### config.mk
export PLATFORM = sky130hd
export DESIGN_NAME = point_cloud_udp_framer
export DESIGN_NICKNAME = d
export VERILOG_FILES = /design/src/hw/framer_pkg.sv /design/src/hw/byte_stream_if.sv /design/src/hw/ip_hdr_checksum.sv /design/src/hw/pair_buffer.sv /design/src/hw/point_cloud_udp_framer.sv
export SDC_FILE = /design/constraint.sdc
export NUM_CORES = 1
export LEC_CHECK = 0
export BUFFER_PORTS_ARGS = -buffer_cell sky130_fd_sc_hd__clkbuf_2
export CAP_MARGIN = 10
export CORE_ASPECT_RATIO = 1.1
export CORE_MARGIN = 5
export CORE_UTILIZATION = 35
export CTS_BUF_LIST = sky130_fd_sc_hd__clkbuf_16
export DETAILED_ROUTE_END_ITERATION = 8
export GPL_TIMING_DRIVEN = 0
export SYNTH_ARGS = -nofsm -noshare
export SYNTH_HDL_FRONTEND = slang
export SYNTH_SLANG_ARGS = --single-unit
### constraint.sdc
create_clock -name mclk -period 13.35 [get_ports mclk]
set_input_delay 2.67 -clock mclk [delete_from_list [all_inputs] [get_ports mclk]]
set_output_delay 2.67 -clock mclk [all_outputs]
set_load 0.05 [all_outputs]
### src/hw/framer_pkg.sv
package framer_pkg;

   ////////////////////////////////////////////////////////////////////////////////
   // Timing: the link moves one byte per byte time; spacing rounds up to cycles
   localparam int CLK_PERIOD_NS   = 20;
   localparam int LINK_RATE_MBPS  = 100;
   localparam int BITS_PER_BYTE   = 8;
   localparam int BYTE_TIME_NS    = BITS_PER_BYTE * 1000 / LINK_RATE_MBPS;
   localparam int BYTE_CYC_RAW    = (BYTE_TIME_NS + CLK_PERIOD_NS - 1) / CLK_PERIOD_NS;
   localparam int BYTE_CYCLES     = (BYTE_CYC_RAW < 1) ? 1 : BYTE_CYC_RAW;

   ////////////////////////////////////////////////////////////////////////////////
   // Frame geometry
   localparam int IDX_W           = 11;
   typedef logic [IDX_W-1:0] idx_t;
   localparam int ENCAP_LEN       = 42;
   localparam int APP_HDR_LEN     = 8;
   localparam int HDR_LEN         = ENCAP_LEN + APP_HDR_LEN;
   localparam int IP_HDR_LEN      = 20;
   localparam int UDP_HDR_LEN     = 8;
   localparam int NUM_BLOCKS      = 6;
   localparam int NUM_CHANNELS    = 64;
   localparam int AZ_BYTES        = 2;
   localparam int CH_BYTES        = 3;
   localparam int BLOCK_LEN       = AZ_BYTES + CH_BYTES * NUM_CHANNELS;
   localparam int BODY_LEN        = NUM_BLOCKS * BLOCK_LEN;
   localparam int TAIL_LEN_OFF    = 22;
   localparam int TAIL_LEN_ON     = 26;
   localparam logic [15:0] UDP_LEN_OFF =
      16'(UDP_HDR_LEN + APP_HDR_LEN + BODY_LEN + TAIL_LEN_OFF);
   localparam logic [15:0] UDP_LEN_ON  =
      16'(UDP_HDR_LEN + APP_HDR_LEN + BODY_LEN + TAIL_LEN_ON);
   localparam logic [15:0] IP_HDR_LEN16 = 16'(IP_HDR_LEN);
   localparam idx_t HDR_LAST      = idx_t'(HDR_LEN - 1);
   localparam idx_t LAST_OFF      = idx_t'(HDR_LEN + BODY_LEN + TAIL_LEN_OFF - 1);
   localparam idx_t LAST_ON       = idx_t'(HDR_LEN + BODY_LEN + TAIL_LEN_ON - 1);

   ////////////////////////////////////////////////////////////////////////////////
   // Byte offsets inside the generated header
   localparam idx_t OFS_SRC_MAC   = 11'h006;
   localparam idx_t OFS_ETYPE     = 11'h00c;
   localparam idx_t OFS_IP        = 11'h00e;
   localparam idx_t OFS_IP_TOTLEN = 11'h010;
   localparam idx_t OFS_IP_FLAGS  = 11'h014;
   localparam idx_t OFS_IP_TTL    = 11'h016;
   localparam idx_t OFS_IP_PROTO  = 11'h017;
   localparam idx_t OFS_IP_DST    = 11'h01e;
   localparam idx_t OFS_UDP       = 11'h022;
   localparam idx_t OFS_UDP_LEN   = 11'h026;
   localparam idx_t OFS_APP       = 11'h02a;

   ////////////////////////////////////////////////////////////////////////////////
   // Field values
   localparam logic [47:0] MAC_BCAST      = 48'hffff_ffff_ffff;
   localparam logic [15:0] ETHERTYPE_IPV4 = 16'h0800;
   localparam logic [7:0]  IP_VER_IHL     = 8'h45;
   localparam logic [7:0]  IP_TOS         = 8'h00;
   localparam logic [15:0] IP_FLAGS_FRAG  = 16'h4000;
   localparam logic [7:0]  IP_TTL         = 8'h40;
   localparam logic [7:0]  IP_PROTO_UDP   = 8'h11;
   localparam logic [31:0] IP_BCAST       = 32'hffff_ffff;
   localparam logic [31:0] IP_SRC_DEFAULT = 32'hc0a8_01c9;
   localparam logic [15:0] UDP_SRC_PORT   = 16'h2710;
   localparam logic [15:0] UDP_DST_PORT   = 16'h0940;
   localparam logic [15:0] UDP_CSUM_NONE  = 16'h0000;
   localparam logic [15:0] START_MARKER   = 16'heeff;
   localparam logic [7:0]  CHAN_COUNT     = 8'h40;
   localparam logic [7:0]  BLOCK_COUNT    = 8'h06;
   localparam logic [7:0]  DIST_UNIT_MM   = 8'h04;
   localparam logic [7:0]  RSVD_BYTE      = 8'h00;

   typedef enum logic [1:0] {
      ST_IDLE = 2'b00,
      ST_HDR  = 2'b01,
      ST_PAY  = 2'b10
   } state_e;

endpackage : framer_pkg

### src/hw/byte_stream_if.sv
`timescale 1ns/1ps
interface byte_stream_if #(parameter int W = 9);
   logic         valid;
   logic         ready;
   logic [W-1:0] data;
   modport src (output valid, output data, input ready);
   modport snk (input valid, input data, output ready);
endinterface : byte_stream_if

### src/hw/ip_hdr_checksum.sv
`timescale 1ns/1ps
module ip_hdr_checksum (
   input  wire logic        mclk,     // System clock
   input  wire logic        srst,     // Synchronous reset
   input  wire logic [15:0] tot_len,  // IP total length
   input  wire logic [15:0] ident,    // IP identification
   input  wire logic [31:0] src_ip,   // IP source address
   output logic      [15:0] csum      // Header checksum, registered
);

   logic [15:0] csum_nxt;

   // Ones-complement fold of a wide sum back to 16 bits
   function automatic logic [15:0] fold(input logic [19:0] s);
      logic [19:0] t;
      t = {4'h0, s[15:0]} + {16'h0, s[19:16]};
      t = {4'h0, t[15:0]} + {16'h0, t[19:16]};
      return t[15:0];
   endfunction : fold

   // Sum of all header words with the checksum field taken as zero
   always_comb begin
      logic [19:0] sum;
      sum = 20'h0;
      sum = sum + {4'h0, framer_pkg::IP_VER_IHL, framer_pkg::IP_TOS};
      sum = sum + {4'h0, tot_len} + {4'h0, ident};
      sum = sum + {4'h0, framer_pkg::IP_FLAGS_FRAG};
      sum = sum + {4'h0, framer_pkg::IP_TTL, framer_pkg::IP_PROTO_UDP};
      sum = sum + {4'h0, src_ip[31:16]} + {4'h0, src_ip[15:0]};
      sum = sum + {4'h0, framer_pkg::IP_BCAST[31:16]} + {4'h0, framer_pkg::IP_BCAST[15:0]};
      csum_nxt = ~fold(sum);
   end

   // Registered so the long adder chain never sits on the byte path
   always_ff @(posedge mclk) begin
      if (srst) begin
         csum <= 16'h0000;
      end else begin
         csum <= csum_nxt;
      end
   end

endmodule : ip_hdr_checksum

### src/hw/pair_buffer.sv
`timescale 1ns/1ps
module pair_buffer #(
   parameter int WIDTH = 9,
   parameter int DEPTH = 2
) (
   input  wire logic   mclk,  // System clock
   input  wire logic   srst,  // Synchronous reset
   byte_stream_if.snk  wr,    // Filling side
   byte_stream_if.src  rd     // Draining side
);

   localparam int PW = (DEPTH > 1) ? $clog2(DEPTH) : 1;

   if (DEPTH < 2 || (1 << PW) != DEPTH || WIDTH < 1) begin : g_chk
      $error("pair_buffer needs a power-of-two depth of at least two");
   end

   logic [WIDTH-1:0] mem_r [DEPTH];
   logic [WIDTH-1:0] mem_nxt [DEPTH];
   logic [PW-1:0]    wp_r, wp_nxt, rp_r, rp_nxt;
   logic [PW:0]      cnt_r, cnt_nxt;
   logic             push, pop;

   // Honest full and empty straight from the fill count
   assign wr.ready = (cnt_r != (PW+1)'(DEPTH));
   assign rd.valid = (cnt_r != '0);
   assign rd.data  = mem_r[rp_r];
   assign push     = wr.valid && wr.ready;
   assign pop      = rd.valid && rd.ready;

   // Pointer and storage update
   always_comb begin
      mem_nxt = mem_r;
      if (push) begin
         mem_nxt[wp_r] = wr.data;
      end
      wp_nxt  = wp_r + PW'(push);
      rp_nxt  = rp_r + PW'(pop);
      cnt_nxt = cnt_r + (PW+1)'(push) - (PW+1)'(pop);
   end

   always_ff @(posedge mclk) begin
      if (srst) begin
         wp_r  <= '0;
         rp_r  <= '0;
         cnt_r <= '0;
      end else begin
         wp_r  <= wp_nxt;
         rp_r  <= rp_nxt;
         cnt_r <= cnt_nxt;
      end
      mem_r <= mem_nxt;
   end

endmodule : pair_buffer

### src/hw/point_cloud_udp_framer.sv
`timescale 1ns/1ps
// How it works
// - Bytes leave no faster than one per 100 Mbps byte time, as UDP over IPv4; after a tx_ready stall, queued bytes can leave on consecutive cycles.
// - Frame opens with 42 encapsulation bytes: MACs, type, IP header, UDP fields.
// - Destination MAC is all ones, then this unit's own source MAC.
// - Frame type bytes are 0x08 then 0x00, marking IPv4.
// - IP header says version 4, 20-byte header, no options.
// - Don't-fragment flag, offset zero, time-to-live 64, protocol 17.
// - Source IP defaults to 192.168.1.201, destination is all-ones broadcast.
// - UDP ports are 0x2710 source and 0x0940 destination.
// - UDP length is 0x04B2 with sequence off, 0x04B6 with it on.
// - Sequence off after reset; on, the tail grows from 22 to 26 bytes.
// - Payload values go least significant byte first, unsigned.
// - Payload starts with marker 0xEEFF, the 0xEE byte first.
// - Header holds 64 channels, 6 blocks, 4 mm unit; bytes 4,6,7 reserved.
// - Six 194-byte blocks follow the header: azimuth then 64 channel entries.
module point_cloud_udp_framer #(
   parameter logic [31:0] SRC_IP     = framer_pkg::IP_SRC_DEFAULT,
   parameter logic [15:0] IDENT_INIT = 16'h0001  // Arbitrary start of the ID count
) (
   input  wire logic        mclk,         // System clock, 50 MHz
   input  wire logic        srst,         // Synchronous reset, active high
   input  wire logic        frame_start,  // Pulse: begin one frame
   input  wire logic        seq_enable,   // Level: sequence option, taken at start
   input  wire logic [47:0] src_mac,      // This unit's MAC address
   input  wire logic [7:0]  pay_data,     // Body and tail byte
   input  wire logic        pay_valid,    // Body and tail byte present
   output logic             pay_ready,    // Body and tail byte taken
   output logic      [7:0]  tx_data,      // Frame byte toward the MAC
   output logic             tx_valid,     // Frame byte present
   input  wire logic        tx_ready,     // MAC takes the byte
   output logic             tx_last,      // Last byte of the frame
   output logic             frame_busy,   // A frame is being built
   output logic             frame_done    // Pulse: last byte queued
);

   localparam int HDR_BITS = framer_pkg::HDR_LEN * 8;
   localparam int PACE_W   = $clog2(framer_pkg::BYTE_CYCLES + 1);
   localparam logic [PACE_W-1:0] PACE_TOP = PACE_W'(framer_pkg::BYTE_CYCLES - 1);

   if (framer_pkg::BYTE_CYCLES < 1 || framer_pkg::HDR_LEN != 50) begin : g_chk
      $error("framer constants do not fit the byte path");
   end

   ////////////////////////////////////////////////////////////////////////////////
   // State

   framer_pkg::state_e  st_r, st_nxt;
   framer_pkg::idx_t    idx_r, idx_nxt;
   logic                seq_r, seq_nxt;
   logic [15:0]         ident_r, ident_nxt;
   logic [PACE_W-1:0]   pace_r, pace_nxt;
   logic                done_r, done_nxt;

   logic                pace_ok;
   logic                wr_fire;
   logic                wr_last;
   logic [7:0]          wr_data;
   logic [7:0]          hdr_byte;
   logic [15:0]         udp_len;
   logic [15:0]         tot_len;
   logic [15:0]         ip_csum;
   framer_pkg::idx_t    frame_last;
   logic [HDR_BITS-1:0] hdr_flat;

   byte_stream_if #(.W(9)) buf_in ();
   byte_stream_if #(.W(9)) buf_out ();

   // Picks header byte idx, byte 0 being the leftmost of the flat vector
   function automatic logic [7:0] pick_byte(input logic [HDR_BITS-1:0] flat,
                                            input framer_pkg::idx_t    idx);
      int pos;
      pos = framer_pkg::HDR_LEN - 1 - int'(idx);
      if (pos < 0) begin
         return 8'h00;
      end
      return flat[pos*8 +: 8];
   endfunction : pick_byte

   ////////////////////////////////////////////////////////////////////////////////
   // Lengths follow the sequence option latched at frame start

   assign udp_len    = seq_r ? framer_pkg::UDP_LEN_ON : framer_pkg::UDP_LEN_OFF;
   assign frame_last = seq_r ? framer_pkg::LAST_ON : framer_pkg::LAST_OFF;
   assign tot_len    = udp_len + framer_pkg::IP_HDR_LEN16;

   // Checksum is recomputed every cycle but only read well after start
   ip_hdr_checksum u_csum (
      .mclk    (mclk),
      .srst    (srst),
      .tot_len (tot_len),
      .ident   (ident_r),
      .src_ip  (SRC_IP),
      .csum    (ip_csum)
   );

   ////////////////////////////////////////////////////////////////////////////////
   // Header image: network order up to the UDP checksum, then payload header

   // Encapsulation fields in their documented order
   assign hdr_flat = {
      framer_pkg::MAC_BCAST, src_mac,
      framer_pkg::ETHERTYPE_IPV4,
      framer_pkg::IP_VER_IHL, framer_pkg::IP_TOS,
      tot_len, ident_r,
      framer_pkg::IP_FLAGS_FRAG,
      framer_pkg::IP_TTL, framer_pkg::IP_PROTO_UDP,
      ip_csum,
      SRC_IP, framer_pkg::IP_BCAST,
      framer_pkg::UDP_SRC_PORT, framer_pkg::UDP_DST_PORT,
      udp_len, framer_pkg::UDP_CSUM_NONE,
      framer_pkg::START_MARKER,
      framer_pkg::CHAN_COUNT, framer_pkg::BLOCK_COUNT,
      framer_pkg::RSVD_BYTE, framer_pkg::DIST_UNIT_MM,
      framer_pkg::RSVD_BYTE, framer_pkg::RSVD_BYTE
   };

   assign hdr_byte = pick_byte(hdr_flat, idx_r);

   ////////////////////////////////////////////////////////////////////////////////
   // Byte path into the buffer

   // A byte may go only once the byte time since the last one has passed
   assign pace_ok   = (pace_r == PACE_TOP);
   assign pay_ready = (st_r == framer_pkg::ST_PAY) && pace_ok && buf_in.ready;
   assign wr_fire   = pace_ok && buf_in.ready &&
                      ((st_r == framer_pkg::ST_HDR) ||
                       ((st_r == framer_pkg::ST_PAY) && pay_valid));
   // Body and tail pass untouched, so their byte order is the producer's
   assign wr_data   = (st_r == framer_pkg::ST_HDR) ? hdr_byte : pay_data;
   assign wr_last   = (st_r == framer_pkg::ST_PAY) && (idx_r == frame_last);

   assign buf_in.valid = wr_fire;
   assign buf_in.data  = {wr_last, wr_data};

   // Two entries ride out a one-byte stall of the MAC without a bubble
   pair_buffer #(.WIDTH(9), .DEPTH(2)) u_buf (
      .mclk (mclk),
      .srst (srst),
      .wr   (buf_in),
      .rd   (buf_out)
   );

   assign tx_valid      = buf_out.valid;
   assign tx_data       = buf_out.data[7:0];
   assign tx_last       = buf_out.data[8];
   assign buf_out.ready = tx_ready;
   assign frame_busy    = (st_r != framer_pkg::ST_IDLE);
   assign frame_done    = done_r;

   ////////////////////////////////////////////////////////////////////////////////
   // Sequencer: idle, header bytes, then counted payload bytes

   always_comb begin
      st_nxt    = st_r;
      idx_nxt   = idx_r;
      seq_nxt   = seq_r;
      ident_nxt = ident_r;
      done_nxt  = 1'b0;
      // Saturating divider restarts on each byte so spacing never shrinks
      if (wr_fire) begin
         pace_nxt = '0;
      end else if (!pace_ok) begin
         pace_nxt = pace_r + PACE_W'(1);
      end else begin
         pace_nxt = pace_r;
      end
      case (st_r)
         framer_pkg::ST_IDLE: begin
            // Option is frozen for the frame so lengths stay consistent
            if (frame_start) begin
               seq_nxt = seq_enable;
               idx_nxt = '0;
               st_nxt  = framer_pkg::ST_HDR;
            end
         end
         framer_pkg::ST_HDR: begin
            if (wr_fire) begin
               idx_nxt = idx_r + framer_pkg::idx_t'(1);
               if (idx_r == framer_pkg::HDR_LAST) begin
                  st_nxt = framer_pkg::ST_PAY;
               end
            end
         end
         framer_pkg::ST_PAY: begin
            if (wr_fire) begin
               idx_nxt = idx_r + framer_pkg::idx_t'(1);
               if (wr_last) begin
                  st_nxt    = framer_pkg::ST_IDLE;
                  ident_nxt = ident_r + 16'h0001;
                  done_nxt  = 1'b1;
               end
            end
         end
         default: begin
            st_nxt = framer_pkg::ST_IDLE;
         end
      endcase
   end

   always_ff @(posedge mclk) begin
      if (srst) begin
         st_r    <= framer_pkg::ST_IDLE;
         idx_r   <= '0;
         seq_r   <= 1'b0;
         ident_r <= IDENT_INIT;
         pace_r  <= '0;
         done_r  <= 1'b0;
      end else begin
         st_r    <= st_nxt;
         idx_r   <= idx_nxt;
         seq_r   <= seq_nxt;
         ident_r <= ident_nxt;
         pace_r  <= pace_nxt;
         done_r  <= done_nxt;
      end
   end

   logic hdr_wr;
   assign hdr_wr = wr_fire && (st_r == framer_pkg::ST_HDR);
endmodule : point_cloud_udp_framer

; ---- Yosys cells after proc, flatten, opt, wreduce, memory -nomap -nowiden
; Cells that the tools add are included.
[word_totals]
reg_bits = 72
input_bits = 62
[classes]
n_addsub = 19
magnitude_cmp = 4
eq_ne = 12
n_shift = 1
muxes = 22
bitwise_logic = 5
n_reduce_logical = 21
[op_table]
columns = op, count
row1 = $shiftx A400 B15 Y8, 1
row2 = $add A20 B16 Y20 const B, 3
row3 = $add A20 B15 Y20 const B, 2
row4 = $mux W9, 4
row5 = $mux W8, 3
row6 = $mux W11, 2
row7 = $pmux W11 S2, 1
row8 = $add A20 B16 Y20, 1
row9 = $add A20 B9 Y20 const B, 1
row10 = $bwmux W18, 1
row11 = $add A16 B4 Y17, 1
row12 = $add A15 B12 Y16 const A, 1
row13 = $add A16 B1 Y16 const B, 1
row14 = $add A16 B4 Y16, 1
row15 = $not A16 Y16, 1
row16 = $add A11 B5 Y12 const B, 1
row17 = $lt A12 B1 Y1 const B, 1
row18 = $sub A6 B11 Y12 const A, 1
row19 = $add A11 B1 Y11 const B, 1
row20 = $eq A11 B11 Y1, 1
row21 = $eq A11 B6 Y1 const B, 1
row22 = $mux W2, 5
row23 = $demux W9 S1, 1
row24 = $logic_and A1 B1 Y1, 9
row25 = other kinds (24), 39

; ---- Longest topological paths before layout
[depth]
depth_word = 13
depth_mapped = 28
ltp_nobuf = 28

; ---- Hierarchy
; A second synthesis with hierarchy kept.
[unflattened]
hier_cells = 875
area_unflattened_um2 = 7385.8
[by_module_without_submodules]
columns = module, instances, cells_each, area_per_inst_um2
row1 = point_cloud_udp_framer, 1, 430, 3290.7
row2 = ip_hdr_checksum, 1, 395, 3223.1
row3 = pair_buffer, 1, 50, 872.1

; ---- Least setup slack after synthesis
; OpenSTA, ideal clock, no wires.
[synth_timing]
kind = reg-to-reg
start = register seq_r
end = register u_csum.csum[12]
arrival_time_ns = 5.756
path_slack_ns = 7.473
stages_incl_launch_ff = 29
n_path_buf = 0
cell_sequence = dfxtp_1 inv_1 ha_1 ha_1 inv_1 fa_1 nand2b_1 a211oi_2 nand3_1 nand2_1 a31o_2 inv_1 ha_1 inv_1 fa_1 nor2b_1 o211ai_1 a211o_1 nor3_1 and4b_1 ha_1 ha_1 nand2_1 or4b_1 or2_2 or3_1 nor2_1 o21ai_0 mux2_2
[synth_via]
elab_chain_cells = 13
[synth_lines]
columns = element, line
row1 = start: declaration, point_cloud_udp_framer.sv:50  ; logic seq_r, seq_nxt;
row2 = start signal: assignment, point_cloud_udp_framer.sv:212  ; seq_r <= seq_nxt;
row3 = $mux W3, point_cloud_udp_framer.sv:83  ; assign udp_len = seq_r ? framer_pkg::UDP_LEN_ON : framer_pkg::UDP_LEN_OFF;
row4 = $add A11 B5 Y12, point_cloud_udp_framer.sv:85  ; assign tot_len = udp_len + framer_pkg::IP_HDR_LEN16;
row5 = $add A15 B12 Y16, ip_hdr_checksum.sv:26  ; sum = sum + {4'h0, tot_len} + {4'h0, ident};
row6 = $add A20 B16 Y20, ip_hdr_checksum.sv:26
row7 = $add A20 B15 Y20, ip_hdr_checksum.sv:27  ; sum = sum + {4'h0, framer_pkg::IP_FLAGS_FRAG};
row8 = $add A20 B15 Y20, ip_hdr_checksum.sv:28  ; sum = sum + {4'h0, framer_pkg::IP_TTL, framer_pkg::IP_PROTO_UDP};
row9 = $add A20 B16 Y20, ip_hdr_checksum.sv:29  ; sum = sum + {4'h0, src_ip[31:16]} + {4'h0, src_ip[15:0]};
row10 = $add A20 B9 Y20, ip_hdr_checksum.sv:29
row11 = $add A20 B16 Y20 (2 in a row), ip_hdr_checksum.sv:30  ; sum = sum + {4'h0, framer_pkg::IP_BCAST[31:16]} + {4'h0, framer_pkg::IP_BCAST[15:0]};
row12 = $add A16 B4 Y17, ip_hdr_checksum.sv:16  ; t = {4'h0, s[15:0]} + {16'h0, s[19:16]};
row13 = $add A16 B4 Y16, ip_hdr_checksum.sv:17  ; t = {4'h0, t[15:0]} + {16'h0, t[19:16]};
row14 = $not A16 Y16, ip_hdr_checksum.sv:31  ; csum_nxt = ~fold(sum);
row15 = end signal: assignment, ip_hdr_checksum.sv:39  ; csum <= csum_nxt;
row16 = end: declaration, ip_hdr_checksum.sv:8  ; output logic [15:0] csum
; No other way between the ends.
; A chain may end at the register's enable or synchronous reset.

; ---- Final worst setup path
[layout_timing]
start = register seq_r
end = register u_csum.csum[15]
; The elaborated chain is that of the path after synthesis.

==> results.cfg <==
[clock_tree]
clkLatencyLatePin_ns = 0.35
cts_tree = yes
postCtsSetupBuffers = 0
ctsResizeCount = 0
clkTransAtPathRegs_ns = 0.06
cts_buffers = 9
root_buffer = clkbuf_16
cts_sinks = 72
ctsHoldBuffers = 0
clock_path_buffers = 2
htreeDepth = 3

[worst_setup_path]
crit_path_start_kind = register
cp_slowest_stage_delay_ns = 0.49
crit_arrival_ns = 7.31
cp-end-kind = register
path_class = register to register
cp_slowest_cell = or4b_1
cp_top_family = simple AND/OR/NAND/NOR gates
crit_chain = inv_1, ha_1, ha_1, inv_1, fa_1, nand2b_1, a211oi_2, nand3_1, nand2_1, a31o_2, ha_1, nor2b_1, o211ai_1, a211o_1, nor3_1, and4b_1, ha_1, nand3_1, nand2b_1, nor4_1, nor3b_1, or4b_1, or3_1, a21oi_1
crit_fanout = 6
crit_required_ns = 13.62
critPathBufInv = 2
crit_top_cell = ha_1

[logic_synthesis]
syn-num-nets = 745
synth_area_sq_um = 5485
yosys-top-cells-count = nor2_1, dfxtp_1, a21oi_1
synth-seq-area-share_pct = 29.56
synthArstFlopShare_pct = 0
yosysMostFrequentCell = nor2_1
synth-edff-count = 18
avgSynthCellArea_sq_um = 8.439
synth_cell_types = 71
yosys_warnings = 0
netlist_instances = 650
yosys.area.top_type = dfxtp_1
synth_flop_cell = dfxtp_1
synth_top_area_share_pct = 19.71
yosys-top-cells-area = dfxtp_1, edfxtp_1, ha_1
ys_ff_latch = 72

[detailed_routing]
drt_first_pass_iters = 5
num_vias = 5088
drcViolationCount = 0
wire_per_inst_microns = 17.39
first_iter_violations = 342
postRouteAntennaNets = 0
drt_wl_total_microns = 16340
via_per_inst = 5.413

[placed_design]
placed_area_sq_um = 6106
gp_congestion = 0.8970
port_buffers = 74
dp_slack_ns = 6.375
hpwl_microns = 12650

[global_route]
grt_overflow = 0
use_met1_pct = 22.33
antenna_found_initial = 0
met3_usage_pct = 3.916
grt-busiest-layer = met2
track_usage_pct = 17.89
grt_max_degree = 14
met2_usage_pct = 30.29
grt_pass1_vias = 4837
grt_pass1_wl_microns = 25630

[pwr]
ir_drop_mv = 0.06278
leakagePower_nw = 2.426
p_per_area_nw_per_um2 = 119.8

[timing]
setup_violations = 0
setup_slack_ns = 6.314
slew_headroom_pct = 49.21
clock-skew-final_ns = 0.009132
hold_viol_final = 0
finalSetupTns_ns = 0
max_freq_mhz = 142.1
period_minus_slack_ns = 7.036
slew_violations = 0
worst_pin_slew_ns = 0.7603
rsz0062_at_grt = false
timing.final.crit_share_pct = 52.71

[layout]
antenna_cells = 0
drive_gt1_share_pct = 17.30
nFillCells = 1620
post-route-util_pct = 41.16
fin_nets = 830
fin_area_sq_um = 6402
syn_to_final_growth_pct = 16.72

[floorplan]
fp.dieArea_sq_um = 18280
rows = 48
die_w_microns = 129.4
core_sq_um = 15550
start_util_pct = 35.26
die_h_microns = 141.3
pin_count = 75

[hold_path]
hold_class = register to register

[flow_run]
drv_cap = 0

[outcome]
status = finished clean
-- state kept, by name, summed over array words and instances, names as in the netlist --
| signal | flops |
|---|---|
| u_buf.rp_r | 1 |
| u_buf.wp_r | 1 |
| u_buf.cnt_r | 2 |
| ident_r | 16 |
| u_csum.csum | 16 |
| pace_r | 3 |
| idx_r | 11 |
| st_r | 2 |
| u_buf.mem_r | 18 |
| frame_done | 1 |
| seq_r | 1 |
-- where the power goes --
part / internal [mW] / switching, mW / total (mW)
clock: 0.144 / 0.0997 / 0.244
sequential: 0.246 / 0.00808 / 0.254
combinational: 0.0968 / 0.172 / 0.269
total: 0.488 / 0.279 / 0.767
-- path summary, 6_finish.rpt --
check,depth (start not counted),slack [ns],start,to
min,2,0.53,pace_r[1],pace_r[1]
max,24,6.31,seq_r,u_csum.csum[15]
min reg2reg,2,0.53,pace_r[1],pace_r[1]
max reg2reg,24,6.31,seq_r,u_csum.csum[15]
-- area by class of cell --
class	instances	area, sq um	area share (%)
well taps	200	250.2	3.909
flip-flops and latches	72	1622	25.33
inverters	41	153.9	2.404
clock inverters	7	71.32	1.114
plain buffers	37	152.6	2.384
repair buffers	74	370.4	5.785
multi-input cells	500	3557	55.56
clock buffers	9	225.2	3.518
-- logic make-up after synthesis --
| group | after synthesis | synth area share, % |
|---|---|---|
| and+or+nand+nor | 208 | 19.09 |
| AOI/OAI and AO/OA | 164 | 19.96 |
| buffers and inverters | 78 | 5.589 |
| DFF | 72 | 29.56 |
| xor gates and xnor gates | 64 | 10.22 |
| adders and majority gates | 33 | 7.801 |
| muxes | 31 | 7.778 |
-- cell usage in the layout (no fill, tap or decap), drive strengths merged, types with 5 or more instances in the layout --
master  instances
nor3b           5
xor2           28
nand2b          9
a211oi          5
mux2           13
a221oi          6
nand2          40
nand4           7
o221ai          5
o22ai          13
xnor2          36
nor2           70
or3             7
a21oi          45
nor4            5
inv            42
mux2i          10
nand3          22
and3            6
ha             31
o211ai          8
a31oi           9
buf             7
mux4            8
dfxtp          54
or2             5
a21o            5
o21ai          33
edfxtp         18
clkbuf        113
nor3           12
-- per-stage QoR --
step	std cells	hold slack, ns	total power [mW]
4_1_cts	940	0.5388	0.7710
6_report	940	0.5335	0.7671
3_5_place_dp	924	0.5264	0.5265
3_3_place_gp	924	0.5202	0.5244
5_1_grt	940	0.5643	0.8066
2_1_floorplan	650	0.4621	0.4566
-- worst register-to-register path, delay by kind of cell, from the launching register on --
family                     cells  cell delay [ns]
adders and majority gates      5             1.36
DFF                            1             0.48
AOI/OAI and AO/OA              5             1.39
buffers and inverters          2             0.22
and+or+nand+nor               12             3.52
-- metal layers --
layer,share of wire (%),vias to the layer above
met2,48,163
met4,2.8,0
li1,-,2517
met3,5.4,29
met1,43,2379
met5,0,-
Power figures use the tool's default switching activity.
